[config.mk]
export PLATFORM = sky130hd
export DESIGN_NAME = esp_port_ctrl
export DESIGN_NICKNAME = d
export VERILOG_FILES = /design/src/verilog/esp_clock_phase.v /design/src/verilog/esp_port_ctrl.v /design/src/verilog/esp_sync2.v
export VERILOG_INCLUDE_DIRS = /design/src /design/src/verilog
export SDC_FILE = /design/constraint.sdc
export NUM_CORES = 1
export LEC_CHECK = 0
export BUFFER_PORTS_ARGS = -buffer_cell sky130_fd_sc_hd__buf_2
export CAP_MARGIN = 0
export CORE_UTILIZATION = 46
export CTS_CLUSTER_SIZE = 25
export DETAILED_ROUTE_END_ITERATION = 8
export PLACE_DENSITY = 0.76
export SLEW_MARGIN = 25
export SYNTH_ARGS = -nofsm -noshare
export SYNTH_HDL_FRONTEND = slang
export SYNTH_HIERARCHICAL = 1
export SYNTH_SLANG_ARGS = --single-unit
[constraint.sdc]
create_clock -name clk_sys -period 3.67 [get_ports clk_sys]
set_input_delay 0.367 -clock clk_sys [delete_from_list [all_inputs] [get_ports clk_sys]]
set_output_delay 0.367 -clock clk_sys [all_outputs]
set_load 0.03 [all_outputs]
[src/verilog/esp_consts.vh]
// constants of the external sram port controller
// assumes it is included by bare name from the design files
`ifndef ESP_CONSTS_VH
`define ESP_CONSTS_VH

// register word offsets on the plain register port
`define ESP_OFS_BUSCTL      4'h0
`define ESP_OFS_OPMODE      4'h1
`define ESP_OFS_STATUS      4'h2

// bus control field layout and reset value
`define ESP_WAIT_MSB        4
`define ESP_WAIT_LSB        0
`define ESP_BUSCTL_RESET    16'h001F
`define ESP_WAIT_RESET      5'h1F

// operating mode bit positions
`define ESP_TRACE_EN_BIT    0
`define ESP_BUS_DIS_BIT     1

// wait thresholds for trailing states and write strobe delay
`define ESP_WAIT_ONE        5'h01
`define ESP_WAIT_THREE      5'h03
`define ESP_WAIT_TRAIL1     5'h04
`define ESP_WAIT_TRAIL2     5'h08

// access timing in half cycles of the clock output
`define ESP_BASE_HALVES     7'h04
`define ESP_TRACE_HALVES    7'h02

// pin levels during reset
`define ESP_ADDR_RESET      16'hFFFF

// fsm codes
`define ESP_ST_IDLE         2'h0
`define ESP_ST_EXT          2'h1
`define ESP_ST_TRACE        2'h2

`endif

[src/verilog/esp_clock_phase.v]
// clock output divider: one clock output phase per clk_sys cycle
// assumes clk_sys is the core clock; output toggles every cycle
`timescale 1ns/1ps
`default_nettype none
module esp_clock_phase (
    input  wire clk_sys,
    input  wire reset,
    output reg  clkOutReg
);
    // held high in reset, first low phase follows the release
    always @(posedge clk_sys) begin
        if (reset) begin
            clkOutReg <= 1'b1;
        end else begin
            clkOutReg <= ~clkOutReg;
        end
    end
endmodule
`default_nettype wire

[src/verilog/esp_port_ctrl.v]
// external sram port controller: core request side, register port,
// and the memory pins (address, data, select, strobes, trace, clock)
// assumes the core and register master run on clk_sys at 10 MHz
// assumes the core holds a request until it sees ready
// assumes reset stands at least one edge; the pad synchroniser clears both stages on it
// limitation: a wait count written mid-access counts from the next one
//
// Functional notes
// RULE1 - 24-bit data path, 16-bit address out
// RULE2 - one access per two clocks, zero waits
// RULE3 - address holds when bus is idle
// RULE4 - address lines high during reset
// RULE5 - data lines released when idle, reset
// RULE6 - select low per access, high in reset
// RULE7 - read strobe low on reads only
// RULE8 - write strobe low on writes only
// RULE9 - trace pulse half cycle per new address
// RULE10 - trace fetches, program moves, external accesses
// RULE11 - wait count taken from bus control
// RULE12 - address stable through whole access
// RULE13 - software programs at least one wait
// RULE14 - write: address, select, data in low
// RULE15 - read: strobe at rise, sample last high
// RULE16 - write strobe delay depends on waits
// RULE17 - bus disable shuts the port down
// RULE18 - 16-bit control register, reserved read zero
// RULE19 - low five bits give 0 to 31 waits
// RULE20 - trailing states for 4-7 and 8+ waits
// RULE21 - reset loads wait count 31
// RULE22 - trace addresses only when bus free
// RULE23 - trace cycles keep strobes, select high
// RULE24 - zero waits runs base length anyway
//
// The plain strobed port and the register offsets are this design's own decisions.
`include "esp_consts.vh"
`timescale 1ns/1ps
`default_nettype none
module esp_port_ctrl (
    input  wire        clk_sys,
    input  wire        reset,
    // register port
    input  wire [3:0]  regAddr,
    input  wire [15:0] regWrData,
    input  wire        regWrStb,
    input  wire        regRdStb,
    output reg  [15:0] regRdData,
    // core access requests
    input  wire        reqValid,
    input  wire        reqWrite,
    input  wire [15:0] reqAddr,
    input  wire [23:0] reqData,
    output reg         reqReady,
    output reg         rdValid,
    output reg  [23:0] rdData,
    // internal fetch / program move addresses for tracing
    input  wire        traceValid,
    input  wire [15:0] traceAddr,
    // memory pins
    output reg  [15:0] addressLines,
    input  wire [23:0] dataLinesIn,
    output reg  [23:0] dataLinesOut,
    output reg         dataLinesOe,
    output reg         memorySelectN,
    output reg         readStrobeN,
    output reg         writeStrobeN,
    output reg         addressTraceN,
    output wire        clockOutput
);
    // programmed settings
    reg  [4:0]  waitCount_reg;
    reg         traceEnable_reg;
    reg         busDisable_reg;

    // sequencer state and per-access snapshot
    reg  [1:0]  state_reg;
    reg  [6:0]  half_reg;
    reg  [4:0]  accWait_reg;
    reg         accWrite_reg;

    // clock phase and synchronised pads
    wire        clkOutNow;
    wire [23:0] dataSync;

    // access length and strobe timing, in halves; trailing states in cycles
    wire [6:0]  accessHalves;
    wire [1:0]  trailCycles;
    wire [6:0]  totalHalves;
    wire [6:0]  wrStartHalf;
    wire [6:0]  nextHalf;

    // slot bookkeeping
    wire        extEnd;
    wire        traceEnd;
    wire        slotFree;
    wire        launchExt;
    wire        launchTrace;
    wire        readyNext;

    // clock output: low and high phase each one clk_sys cycle
    // a pin, so it comes straight from the divider flip-flop
    esp_clock_phase uClk (
        .clk_sys   (clk_sys),
        .reset     (reset),
        .clkOutReg (clkOutNow)
    );
    assign clockOutput = clkOutNow;

    // the data pads are the only inputs not born on clk_sys
    // read data pins cross into clk_sys before use
    esp_sync2 #(
        .WIDTH (24)
    ) uSync (
        .clk_sys (clk_sys),
        .reset   (reset),
        .pinIn   (dataLinesIn),
        .syncOut (dataSync)
    );

    // RULE11 timing from wait count
    // snapshot at launch so a mid-access write cannot skew timing
    // seven bits: 31 waits plus trailing states reach 70 halves
    assign accessHalves = {1'b0, accWait_reg, 1'b0} + `ESP_BASE_HALVES;
    // RULE20 trailing hold states
    assign trailCycles  = (accWait_reg >= `ESP_WAIT_TRAIL2) ? 2'h2 :
                          (accWait_reg >= `ESP_WAIT_TRAIL1) ? 2'h1 : 2'h0;
    assign totalHalves  = accessHalves + {4'h0, trailCycles, 1'b0};
    // RULE16 write strobe delay
    assign wrStartHalf  = (accWait_reg <= `ESP_WAIT_ONE)   ? 7'h01 :
                          (accWait_reg <= `ESP_WAIT_THREE) ? 7'h02 : 7'h03;
    assign nextHalf     = half_reg + 7'h01;

    // a slot is free when idle or in its very last half
    // slot ends on a high phase, so a new one can start right after
    assign extEnd   = (state_reg == `ESP_ST_EXT) &&
                      (half_reg == totalHalves - 7'h01);
    assign traceEnd = (state_reg == `ESP_ST_TRACE) &&
                      (half_reg == `ESP_TRACE_HALVES - 7'h01);
    assign slotFree = (state_reg == `ESP_ST_IDLE) || extEnd || traceEnd;

    // RULE2 back to back launch
    // launches happen only on a high phase so outputs move in low phase
    assign launchExt   = slotFree && clkOutNow && reqValid && reqReady;
    // RULE22 trace only when bus free
    assign launchTrace = slotFree && clkOutNow && !launchExt &&
                         traceEnable_reg && traceValid && !busDisable_reg;

    // RULE17 disabled port takes no requests
    // ready is raised for the coming high phase when a slot frees there
    // a request missing this one-cycle window waits a clock output period
    assign readyNext = !busDisable_reg && !clkOutNow &&
                       ((state_reg == `ESP_ST_IDLE) ||
                        ((state_reg == `ESP_ST_EXT) &&
                         (half_reg == totalHalves - 7'h02)) ||
                        ((state_reg == `ESP_ST_TRACE) &&
                         (half_reg == `ESP_TRACE_HALVES - 7'h02)));

    // register map, word indexed:
    //   0  bus control, wait count in bits 4:0
    //   1  operating mode, trace enable bit 0, bus disable bit 1
    //   2  status, state in bits 2:1, ready in bit 0

    // register writes
    always @(posedge clk_sys) begin
        if (reset) begin
            // RULE21 wait count resets to 31
            waitCount_reg   <= `ESP_WAIT_RESET;
            traceEnable_reg <= 1'b0;
            busDisable_reg  <= 1'b0;
        end else if (regWrStb) begin
            // RULE13 zero not blocked
            // RULE24 no correction of zero
            if (regAddr == `ESP_OFS_BUSCTL) begin
                // reserved bits 15:5 are dropped and read back zero
                // RULE19 low five bits only
                waitCount_reg <= regWrData[`ESP_WAIT_MSB:`ESP_WAIT_LSB];
            end
            if (regAddr == `ESP_OFS_OPMODE) begin
                // disable only blocks launches, a running access ends
                traceEnable_reg <= regWrData[`ESP_TRACE_EN_BIT];
                busDisable_reg  <= regWrData[`ESP_BUS_DIS_BIT];
            end
        end
    end

    // register reads: data stands one cycle after the strobe only
    // status lets software see the sequencer and the ready flag
    always @(posedge clk_sys) begin
        if (reset) begin
            regRdData <= 16'h0000;
        end else if (regRdStb) begin
            case (regAddr)
                // RULE18 reserved bits read zero
                `ESP_OFS_BUSCTL: regRdData <= {11'h000, waitCount_reg};
                `ESP_OFS_OPMODE: regRdData <= {14'h0000, busDisable_reg,
                                               traceEnable_reg};
                `ESP_OFS_STATUS: regRdData <= {13'h0000, state_reg,
                                               reqReady};
                default:         regRdData <= 16'h0000;
            endcase
        end else begin
            regRdData <= 16'h0000;
        end
    end

    // request handshake flag
    // registered so the core never sees a combinational glitch
    always @(posedge clk_sys) begin
        if (reset) begin
            reqReady <= 1'b0;
        end else begin
            reqReady <= readyNext;
        end
    end

    // RULE15 read sample last high
    // own process, so a back-to-back launch cannot swallow the capture;
    // the synced pads trail the pins by two cycles
    always @(posedge clk_sys) begin
        if (reset) begin
            rdValid <= 1'b0;
            rdData  <= 24'h000000;
        end else begin
            rdValid <= 1'b0;
            if ((state_reg == `ESP_ST_EXT) && !accWrite_reg &&
                (half_reg == accessHalves - 7'h01)) begin
                rdData  <= dataSync;
                rdValid <= 1'b1;
            end
        end
    end

    // access timeline, one clk_sys cycle per half of the clock output:
    //   h0          address, select and write data move, low phase
    //   h1          read strobe falls with the rising edge
    //   h1 to h3    write strobe falls, later for longer wait counts
    //   A-1         last access half, the pads are sampled
    //   A to A+2T-1 trailing halves, select high, write data held
    //   the last half may launch the next request back to back
    // with A = 2 * (waits + 2) and T trailing cycles of 0, 1 or 2
    // access sequencer and pin drivers
    always @(posedge clk_sys) begin
        if (reset) begin
            // parked: no access running, pins at their reset levels
            state_reg     <= `ESP_ST_IDLE;
            half_reg      <= 7'h00;
            accWait_reg   <= `ESP_WAIT_RESET;
            accWrite_reg  <= 1'b0;
            // RULE4 address high in reset
            addressLines  <= `ESP_ADDR_RESET;
            dataLinesOut  <= 24'h000000;
            // RULE5 data released in reset
            dataLinesOe   <= 1'b0;
            // RULE6 select high in reset
            memorySelectN <= 1'b1;
            // RULE7 read strobe high in reset
            readStrobeN   <= 1'b1;
            // RULE8 write strobe high in reset
            writeStrobeN  <= 1'b1;
            // RULE9 trace idle in reset
            addressTraceN <= 1'b1;
        end else begin
            if (launchExt) begin
                // select drops with the address, write data alongside
                // RULE14 address, select, data
                // RULE1 full width transfer
                state_reg     <= `ESP_ST_EXT;
                half_reg      <= 7'h00;
                accWait_reg   <= waitCount_reg;
                accWrite_reg  <= reqWrite;
                addressLines  <= reqAddr;
                dataLinesOut  <= reqData;
                dataLinesOe   <= reqWrite;
                memorySelectN <= 1'b0;
                readStrobeN   <= 1'b1;
                writeStrobeN  <= 1'b1;
                // RULE10 external address traced
                addressTraceN <= ~traceEnable_reg;
            end else if (launchTrace) begin
                // address only, so no device wakes up
                // RULE23 no strobes on trace
                // RULE10 fetch or move traced
                state_reg     <= `ESP_ST_TRACE;
                half_reg      <= 7'h00;
                addressLines  <= traceAddr;
                dataLinesOe   <= 1'b0;
                memorySelectN <= 1'b1;
                readStrobeN   <= 1'b1;
                writeStrobeN  <= 1'b1;
                addressTraceN <= 1'b0;
            end else begin
                // RULE9 trace pulse one half
                addressTraceN <= 1'b1;
                case (state_reg)
                    `ESP_ST_EXT: begin
                        // RULE12 address held all access
                        half_reg <= nextHalf;
                        // RULE6 select over access time
                        memorySelectN <= ~(nextHalf < accessHalves);
                        // RULE7 read strobe from rise
                        // RULE15 strobe on rising edge
                        readStrobeN   <= ~(!accWrite_reg &&
                                           nextHalf >= 7'h01 &&
                                           nextHalf < accessHalves);
                        // RULE8 write strobe window
                        // RULE16 delayed start by waits
                        writeStrobeN  <= ~(accWrite_reg &&
                                           nextHalf >= wrStartHalf &&
                                           nextHalf < accessHalves);
                        // RULE20 data held in trailing states
                        dataLinesOe   <= accWrite_reg &&
                                         (nextHalf < totalHalves);
                        if (extEnd) begin
                            // RULE3 address keeps last value
                            state_reg   <= `ESP_ST_IDLE;
                            dataLinesOe <= 1'b0;
                        end
                    end

                    `ESP_ST_TRACE: begin
                        // two halves, trace pin back high after the first, other pins untouched
                        half_reg <= nextHalf;
                        if (traceEnd) begin
                            state_reg <= `ESP_ST_IDLE;
                        end
                    end

                    `ESP_ST_IDLE: begin
                        // RULE5 data released when idle
                        // RULE3 address not toggled
                        dataLinesOe   <= 1'b0;
                        memorySelectN <= 1'b1;
                        readStrobeN   <= 1'b1;
                        writeStrobeN  <= 1'b1;
                    end

                    default: begin
                        // unused code, park in idle
                        state_reg   <= `ESP_ST_IDLE;
                        dataLinesOe <= 1'b0;
                    end
                endcase
            end
        end
    end
endmodule
`default_nettype wire

[src/verilog/esp_sync2.v]
// two-stage synchroniser for a group of pin inputs
// assumes the pins are asynchronous to clk_sys
`timescale 1ns/1ps
`default_nettype none
module esp_sync2 #(
    parameter WIDTH = 24
) (
    input  wire             clk_sys,
    input  wire             reset,
    input  wire [WIDTH-1:0] pinIn,
    output reg  [WIDTH-1:0] syncOut
);
    reg [WIDTH-1:0] stage1Reg;

    // first stage feeds the second only
    always @(posedge clk_sys) begin
        if (reset) begin
            stage1Reg <= {WIDTH{1'b0}};
            syncOut   <= {WIDTH{1'b0}};
        end else begin
            stage1Reg <= pinIn;
            syncOut   <= stage1Reg;
        end
    end
endmodule
`default_nettype wire
==> reports/summary.txt, run 1 <==
r2r endpoint = half_reg[5]$_SDFFE_PP0P_
DR vias = 5,022
clock latency at the later pin of the worst-skew pair = 0.42 ns
Layout area overhead = 24.1%
Initial Util = 47.7%
Required @ worst endpoint = 3.92 ns
endpoints failing hold = 0
Placer Congestion = 0.851
Synth cell types = 56
final setup TNS = 0 ns
asr flop ratio synth = 0%
post-DP HPWL = 9650 um
worst-case clock buffer depth = 2
Yosys reg bits = 147
largest net degree at the start of global routing = 91
CTS Root Cell = clkbuf_16
number of global-route vias before repair = 4,702
antenna diode count = 0
clk slew on worst S/H paths = 0.06 ns
first-pass GRT wire length = 22,500 um
Worst R2R Path Depth = 14
Tcrit/Tclk final = 93.3%
reported max-cap violation count = 0
Post-CTS Setup Bufs = 0
WP data arrival = 3.68 ns
Hold Path Stages = 2
reg2reg start = accWait_reg[3]$_SDFFE_PP1N_
Slowest-stage cell, CP = fa_1
CP max FO = 23
drt wl/cell = 13.6 um
Setup crit end kind = flop
FMAX = 292 MHz
slowest stage delay, CP = 0.41 ns
hold worst-path end = uSync/stage1Reg[11]$_SDFF_PP0_
r2r setup slk = 0.25 ns
Routed WL = 13,700 um
Hold-fix buffers, CTS = 0
Iter 0 DRT Violations = 289
drt via density = 4.99
CP top delay family = simple AND/OR/NAND/NOR gates
Die Span X = 120 um
final setup fails = 0
initial antenna violation count = 0
Mapped Area = 6390 um2
ranking of synthesized cells by area = dfxtp_1 (46%), mux2i_1 (10%), ha_1 (5.5%)
cts bufs inserted = 17
num ports = 195
Post-synth EDFFs = 0
status = completed
nets@finish = 954
Synth area leader = dfxtp_1
Buffers on Ports = 172
Rel. slew slack = 38.7%
RSZ-0062 raised after global routing = false
Die ar. = 14,400 um2
maximum vdd drop = 391 uV
power density cells = 458 nW/um2
sequential-to-total area share from yosys stat = 46.1%
antenna viol nets, final = 0
crit path time final = 3.42 ns
Startpoint Class = flop
HP Start = dataLinesIn[11]
share of post-route cells with drive strength above 1 = 27.9%
DRT Pass-1 Iters = 4
FP Rows = 42
Syn Area/Cell = 9.76 um2
hold slack = 0.156 ns
CTS tree = done
drc violations = 0
Hold Crit Class = input pin to flop
Die Y = 120 um
core area = 13,400 um2
CTS HTree Levels = 4
top_reg_cell synth = dfxtp_1
Slew Viols, Final = 0
clk sinks = 147
Yosys Warn Count = 6
post-cts sizing count = 0
crit-path cells = or2_2 -> nor2_1 -> ha_1 -> fa_1 -> inv_1 -> and3_1 -> xnor2_1 -> or3_4 -> a31oi_4 -> a31oi_4 -> buf_4 -> nor2_1 -> buf_4 -> nor3_1
Worst Skew = 0.00846 ns
GRT overflow = 0
Leak Pwr = 3.89 nW
Total Routing Usage GR = 19.8%
share of the synthesized area in the top cell type = 46.1%
crit path kind = flop to flop
crit path buf inv count = 3
measured slew at the worst slew-check pin = 0.920 ns
Mapped Cells = 654
==> worst reg2reg max path: cells and delay by family (launching register included) <==
kind | cells | cell delay (ns)
adder cells (fa/ha/maj) | 2 | 0.60
buffers and inverters | 3 | 0.53
flip-flops | 1 | 0.31
XOR/XNOR | 1 | 0.11
AND/OR/NAND/NOR | 6 | 1.36
AO/OA/AOI/OAI | 2 | 0.37
==> report_power, final <==
part | total, mW | internal (mW) | leakage, nW | switching, mW
Sequential | 1.66 | 1.64 | 1.20 | 0.0173
Clock | 1.73 | 1.07 | 0.281 | 0.656
Combinational | 0.247 | 0.0995 | 2.41 | 0.147
==> synthesized netlist by cell type, types with 2 or more instances <==
cell	number
a21o_1	7
and3_1	2
o211ai_1	3
buf_6	5
a311oi_1	2
inv_2	2
a211o_1	19
inv_1	14
nand3b_1	2
nand2b_1	5
a21oi_1	21
and2_1	4
nor2_1	68
nor2b_1	51
ha_1	28
or2_2	2
xnor2_1	14
a31oi_4	2
xnor2_2	3
buf_2	7
mux2i_1	64
nand3_1	26
nand4_1	8
o221ai_1	2
buf_4	13
nor4_1	2
or3_1	3
a31oi_1	5
a211oi_1	2
clkbuf_1	23
xor2_1	14
nor3_1	13
dfxtp_1	147
nand2_1	46
o21ai_0	4
==> stage by stage <==
stage | setup WS [ns] | power [mW] | util [%] | area, um2 | instances
floorplan | 0.181 | 1.86 | - | 6420 | 664
global placement | 0.195 | 1.93 | 54.7 | 7330 | 975
detailed placement | 0.0985 | 1.94 | 54.7 | 7330 | 975
CTS | 0.0817 | 3.66 | 59.1 | 7920 | 1007
global route | 0.00201 | 3.77 | 59.2 | 7930 | 1007
finish | 0.245 | 3.63 | 59.2 | 7930 | 1007
==> logic make-up (layout without fill, tap and decap cells) <==
kind of cell	after synthesis	after routing	share of synthesized area [%]
buffers and inverters	65	232	5.31
multiplexers	64	64	10.0
flip-flops	147	147	46.1
XOR/XNOR	32	32	5.04
AO/OA/AOI/OAI	76	76	9.01
AND/OR/NAND/NOR	240	240	18.7
adder cells (fa/ha/maj)	29	29	5.80
other	1	11	0.0587
==> layer usage <==
metal  global-route usage, %  share of wire [%]  up-vias
li1                        -                  -     2532
met1                    24.0                 44     2324
met2                    32.0                 48      144
met3                    6.94                6.3       22
met4                    7.58                1.9        0
met5                       0                  0        -
==> cell type report <==
class	count	area [um2]
sequential	147	2940
clock inverter	12	154
multi-input combinational	452	3150
timing repair buffer	184	966
inverter	16	60.1
clock buffer	20	437
tap	176	220
fill	1167	5470
==> worst max path at each step <==
| stage | start | endpoint | slack (ns) | cells past startpoint |
|---|---|---|---|---|
| final | accWait_reg[3]$_SDFFE_PP1N_ | half_reg[5]$_SDFFE_PP0P_ | 0.25 | 14 |
| after global placement | accWait_reg[3]$_SDFFE_PP1N_ | addressLines[7]$_SDFFE_PP1P_ | 0.19 | 12 |
| after CTS | accWait_reg[3]$_SDFFE_PP1N_ | addressLines[5]$_SDFFE_PP1P_ | 0.08 | 12 |
| after detailed placement | accWait_reg[3]$_SDFFE_PP1N_ | addressLines[5]$_SDFFE_PP1P_ | 0.1 | 12 |
| after floorplan | accWait_reg[3]$_SDFFE_PP1N_ | addressLines[0]$_SDFFE_PP1P_ | 0.18 | 15 |
| after global routing | accWait_reg[3]$_SDFFE_PP1N_ | half_reg[2]$_SDFFE_PP0P_ | 0.002 | 14 |
==> cell usage in the layout (no fill, tap or decap), drive strengths merged, types with 20 or more instances in the layout <==
cell type    n
mux2i       64
a21oi       21
nor2        69
nand2       46
buf        184
clkbuf      20
nor2b       51
ha          28
dfxtp      147
nand3       27
Power figures use the tool's default switching activity.
==> inputs of run 2 (changes only) <==
BUFFER_PORTS_ARGS = not set   (was -buffer_cell sky130_fd_sc_hd__buf_2)
CORE_UTILIZATION = 55   (was 46)
DONT_BUFFER_PORTS = 1   (was not set)
PLACE_DENSITY = 0.73   (was 0.76)
==> run 2 against run 1 <==
  * Combinational power down 49%
  * Critical endpoint unchanged
  * Clock skew up 0.00084 ns
  * Global-route usage up 3.1 points
  * Core utilization up 4.7 points
  * Die area down 16%
==> reports/summary.txt, run 2 (synthesis gave the netlist of run 1 again) <==
Critical path destination = half_reg[5]$_SDFFE_PP0P_
Hold Crit Class = input pin to flop
Rel. slew slack = 32.4%
reported max-cap violation count = 0
GRT overflow = 0
DR vias = 4,481
Leak Pwr = 3.18 nW
crit path time final = 3.41 ns
clk slew on worst S/H paths = 0.06 ns
Placer Congestion = 0.924
Layout area overhead = 10.8%
Die ar. = 12,000 um2
CP startpoint = accWait_reg[3]$_SDFFE_PP1N_
final setup fails = 0
Worst Skew = 0.00931 ns
FMAX = 293 MHz
HP Start = reset
clk sinks = 147
endpoints failing hold = 0
drt wl/cell = 17.1 um
filler instances = 930
most common cell after layout, fill and taps aside = dfxtp_1
Sequential Area = 2940 um2
num ports = 195
core area = 11,100 um2
first-pass GRT wire length = 20,600 um
Die Span X = 110 um
Buffers on Ports = 0
CP max FO = 23
CTS Root Cell = clkbuf_16
antenna diode count = 0
Die Y = 110 um
worst-case clock buffer depth = 2
antenna viol nets, final = 0
post-DP HPWL = 9580 um
Setup WS post-layout = 0.257 ns
DRT Pass-1 Iters = 5
cts bufs inserted = 17
area of the multi-input gates = 3140 um2
number of global-route vias before repair = 4,306
hold slack = 0.0266 ns
clock latency at the later pin of the worst-skew pair = 0.41 ns
FP Rows = 38
Routed WL = 13,600 um
commonest cells after routing, fill and taps aside = dfxtp_1 (147), nor2_1 (68), mux2i_1 (64)
maximum vdd drop = 453 uV
status = completed
Total Routing Usage GR = 22.8%
Slew Viols, Final = 0
CTS HTree Levels = 4
Post-CTS Setup Bufs = 0
Overall Power = 3.68 mW
share of post-route cells with drive strength above 1 = 8.66%
power density cells = 520 nW/um2
drt via density = 5.62
drc violations = 0
r2r setup slk = 0.26 ns
Required @ worst endpoint = 4.00 ns
Worst R2R Path Depth = 14
nets@finish = 783
CTS tree = done
Initial Util = 57.6%
largest net degree at the start of global routing = 130
initial antenna violation count = 0
final instance area = 7080 um2
RSZ-0062 raised after global routing = false
final setup TNS = 0 ns
Startpoint Class = flop
Place WS = 0.0731 ns
WP data arrival = 3.74 ns
Tcrit/Tclk final = 93.0%
reg2reg start = accWait_reg[3]$_SDFFE_PP1N_
Setup crit end kind = flop
Placed Instance Area = 6410 um2
crit path kind = flop to flop
measured slew at the worst slew-check pin = 1.01 ns
r2r endpoint = half_reg[5]$_SDFFE_PP0P_
Iter 0 DRT Violations = 253
[run 2: changes by cell type in the layout (fill, tap and decap cells not counted), sizes merged]
cell and delta:
clkbuf +1, clkinvlp -1, clkinv -1, inv -3
bufinv +2, dlygate4sd3 +2, buf -173
[run 2: stage by stage]
step	cells	utilization [%]
floorplan	664	-
global placement	766	57.9
detailed placement	766	57.9
CTS	796	63.7
global route	798	63.9
finish	798	63.9
[run 2: layer usage]
metal	part of all wire (%)	global-route usage (%)	up-vias
met3	8.8	8.71	24
met2	49	38.3	201
li1	-	-	2185
met4	2.3	10.4	0
met5	0	0	-
met1	40	25.7	2071
[run 2: how the worst min path moves through the flow]
stage / endpoint / slack (ns) / cells past startpoint
finish: uSync/syncOut[13]$_SDFF_PP0_ / 0.03 / 1
global route: rdData[12]$_SDFFE_PP0P_ / 0.0004 / 1
floorplan: uSync/syncOut[0]$_SDFF_PP0_ / 0.41 / 1
detailed placement: uSync/syncOut[19]$_SDFF_PP0_ / 0.42 / 1
CTS: uSync/stage1Reg[14]$_SDFF_PP0_ / 0.009 / 1
global placement: uSync/syncOut[11]$_SDFF_PP0_ / 0.42 / 1
[run 2: cell type report]
cell class | instances | area share [%]
Multi-Input combinational cell | 452 | 44.4
Sequential cell | 147 | 41.6
Clock buffer | 21 | 6.51
Clock inverter | 9 | 2.53
Tap cell | 140 | 2.48
Timing Repair Buffer | 13 | 1.63
Inverter | 16 | 0.849
[run 2: power breakdown]
part           internal, mW  switching (mW)
clock network          1.23           0.624
registers              1.64          0.0555
logic                0.0548          0.0722
[run 2: worst max-delay path: stages (launching register included)]
cell and delay, ns:
dfxtp_1 0.30, or2_2 0.35, nor2_1 0.12, ha_1 0.20
fa_1 0.43, inv_1 0.11, and3_1 0.19, a21boi_1 0.31
a211o_1 0.19, nand4_2 0.19, a31oi_4 0.24, buf_4 0.28
nor2_1 0.08, buf_4 0.17, nor3_1 0.18
[run 2: repair_timing]
item / 4_1_cts / 5_1_grt
endpoints found under the hold margin: 0 / 1
endpoints found under the setup margin: 0 / 19
hold buffers: 0 / 2
resized for setup: 0 / 2
==> inputs of run 3 (changes only) <==
CTS_BUF_LIST = sky130_fd_sc_hd__clkbuf_16   (was not set)
REMOVE_ABC_BUFFERS = 1   (was not set)
==> run 3 against run 2 <==
  * Critical endpoint is now addressLines[12]$_SDFFE_PP1P_
  * Combinational power barely moved
  * Highest routed layer unchanged
  * Largest cell class unchanged
  * Via count fell by 1.0%
  * Cell count rose by 1.0%
  * Largest power group unchanged
  * Critical path type unchanged
==> reports/summary.txt, run 3 (synthesis gave the netlist of run 1 again) <==
status = completed
commonest cells after routing, fill and taps aside = dfxtp_1 (147), nor2_1 (68), mux2i_1 (64)
maximum vdd drop = 422 uV
Buffers on Ports = 0
CTS Root Cell = clkbuf_16
CTS tree = done
Layout area overhead = 11.0%
cts bufs inserted = 17
hold worst-path end = uSync/stage1Reg[10]$_SDFF_PP0_
reg2reg start = accWait_reg[3]$_SDFFE_PP1N_
Hold Crit Class = input pin to flop
first-pass GRT wire length = 19,600 um
DR vias = 4,435
antenna viol nets, final = 0
Die Span X = 110 um
GRT overflow = 0
final setup TNS = 0 ns
FP Rows = 38
Slowest-stage cell, CP = fa_1
HP Start = reset
most common cell after layout, fill and taps aside = dfxtp_1
Placer Congestion = 0.909
hold slack = 0.0138 ns
CP dominant cell by count = a31oi_4
crit path time final = 3.47 ns
Die Y = 110 um
Total Routing Usage GR = 21.5%
Routed WL = 12,800 um
drt wl/cell = 15.9 um
FMAX = 288 MHz
clk slew on worst S/H paths = 0.06 ns
num ports = 195
Slew Viols, Final = 0
measured slew at the worst slew-check pin = 0.645 ns
nets@finish = 789
Sequential Area = 2940 um2
clock latency at the later pin of the worst-skew pair = 0.42 ns
Hold Path Stages = 1
Rel. slew slack = 56.8%
crit path buf inv count = 2
Required @ worst endpoint = 3.98 ns
post-DP HPWL = 9010 um
final setup fails = 0
Worst R2R Path Depth = 13
crit path kind = flop to flop
r2r endpoint = addressLines[12]$_SDFFE_PP1P_
Iter 0 DRT Violations = 239
CP top delay family = simple AND/OR/NAND/NOR gates
slowest stage delay, CP = 0.41 ns
largest net degree at the start of global routing = 130
core area = 11,100 um2
DRT Pass-1 Iters = 4
CTS HTree Levels = 4
RSZ-0062 raised after global routing = false
Worst Skew = 0.0203 ns
endpoints failing hold = 0
area of the multi-input gates = 3150 um2
antenna diode count = 0
power density cells = 500 nW/um2
number of global-route vias before repair = 4,147
Tcrit/Tclk final = 94.7%
crit-path cells = or2_2 -> nor2_1 -> ha_1 -> fa_1 -> inv_1 -> and3_1 -> xnor2_1 -> or3_4 -> a31oi_4 -> a31oi_4 -> or2_1 -> buf_4 -> a211o_1
worst-case clock buffer depth = 2
Startpoint Class = flop
initial antenna violation count = 0
filler instances = 872
reported max-cap violation count = 0
CP max FO = 19
Initial Util = 57.6%
Die ar. = 12,000 um2
drt via density = 5.50
r2r setup slk = 0.20 ns
WP data arrival = 3.78 ns
Leak Pwr = 3.19 nW
clk sinks = 147
share of post-route cells with drive strength above 1 = 9.91%
drc violations = 0
Setup crit end kind = flop
[run 3: changes by cell type in the layout (fill, tap and decap cells not counted), moves of 2 or more]
cell / change
clkbuf_1: -2
inv_6: +4
clkbuf_8: -2
inv_8: +3
buf_4: +5
bufinv_16: -3
[run 3: layer usage]
layer	track usage (%)	up-vias	wire length, um
met1	24.1	2050	5330
met5	0	-	0
met2	35.5	166	6240
met4	9.24	0	142
met3	9.37	12	1080
li1	-	2207	-
[run 3: cell type report]
cell class | count | area share, %
clock inverter | 15 | 2.40
multi-input combinational | 452 | 44.5
inverter | 16 | 0.847
timing repair buffer | 19 | 2.30
clock buffer | 17 | 6.00
tap | 140 | 2.47
sequential | 147 | 41.5
[run 3: where the power goes]
group          switching [mW]  internal, mW  leakage (nW)
clock network           0.704          1.02         0.288
logic                  0.0718        0.0563          1.70
registers              0.0539          1.64          1.20
total                   0.830          2.72          3.19
[run 3: worst reg2reg max path, cell delays in order (launching register included)]
cell	delay, ns
dfxtp_1	0.31
or2_2	0.35
nor2_1	0.11
ha_1	0.19
fa_1	0.41
inv_1	0.10
and3_1	0.20
xnor2_1	0.11
or3_4	0.41
a31oi_4	0.25
a31oi_4	0.16
or2_1	0.25
buf_4	0.20
a211o_1	0.31
[run 3: repair_timing]
action | 4_1_cts | 5_1_grt
endpoints found under the setup margin | 0 | 17
endpoints found under the hold margin | 0 | 7
hold buffers | 0 | 3
gates resized for setup | 0 | 1
setup buffers | 0 | 1
[run 3: how the worst max path moves through the flow]
| stage | from | endpoint | slack (ns) | cells after the start |
|---|---|---|---|---|
| final | accWait_reg[3]$_SDFFE_PP1N_ | addressLines[12]$_SDFFE_PP1P_ | 0.20 | 13 |
| after CTS | accWait_reg[3]$_SDFFE_PP1N_ | addressLines[12]$_SDFFE_PP1P_ | 0.19 | 13 |
| after global placement | accWait_reg[3]$_SDFFE_PP1N_ | addressLines[1]$_SDFFE_PP1P_ | 0.26 | 13 |
| after detailed placement | accWait_reg[3]$_SDFFE_PP1N_ | addressLines[12]$_SDFFE_PP1P_ | 0.21 | 13 |
| after floorplan | accWait_reg[3]$_SDFFE_PP1N_ | accWait_reg[0]$_SDFFE_PP1N_ | -0.51 | 12 |
| after global routing | accWait_reg[3]$_SDFFE_PP1N_ | addressLines[12]$_SDFFE_PP1P_ | 0.01 | 13 |
[run 3: through the flow]
stage	util (%)	std cells	power (mW)	instance area, um2	setup slack (ns)
after global routing	64.0	806	3.66	7090	0.0105
after floorplan	-	615	1.82	6140	-0.513
after CTS	63.6	802	3.58	7040	0.187
final	64.0	806	3.55	7090	0.196
after detailed placement	58.2	770	1.85	6440	0.212
after global placement	58.2	770	1.85	6440	0.260
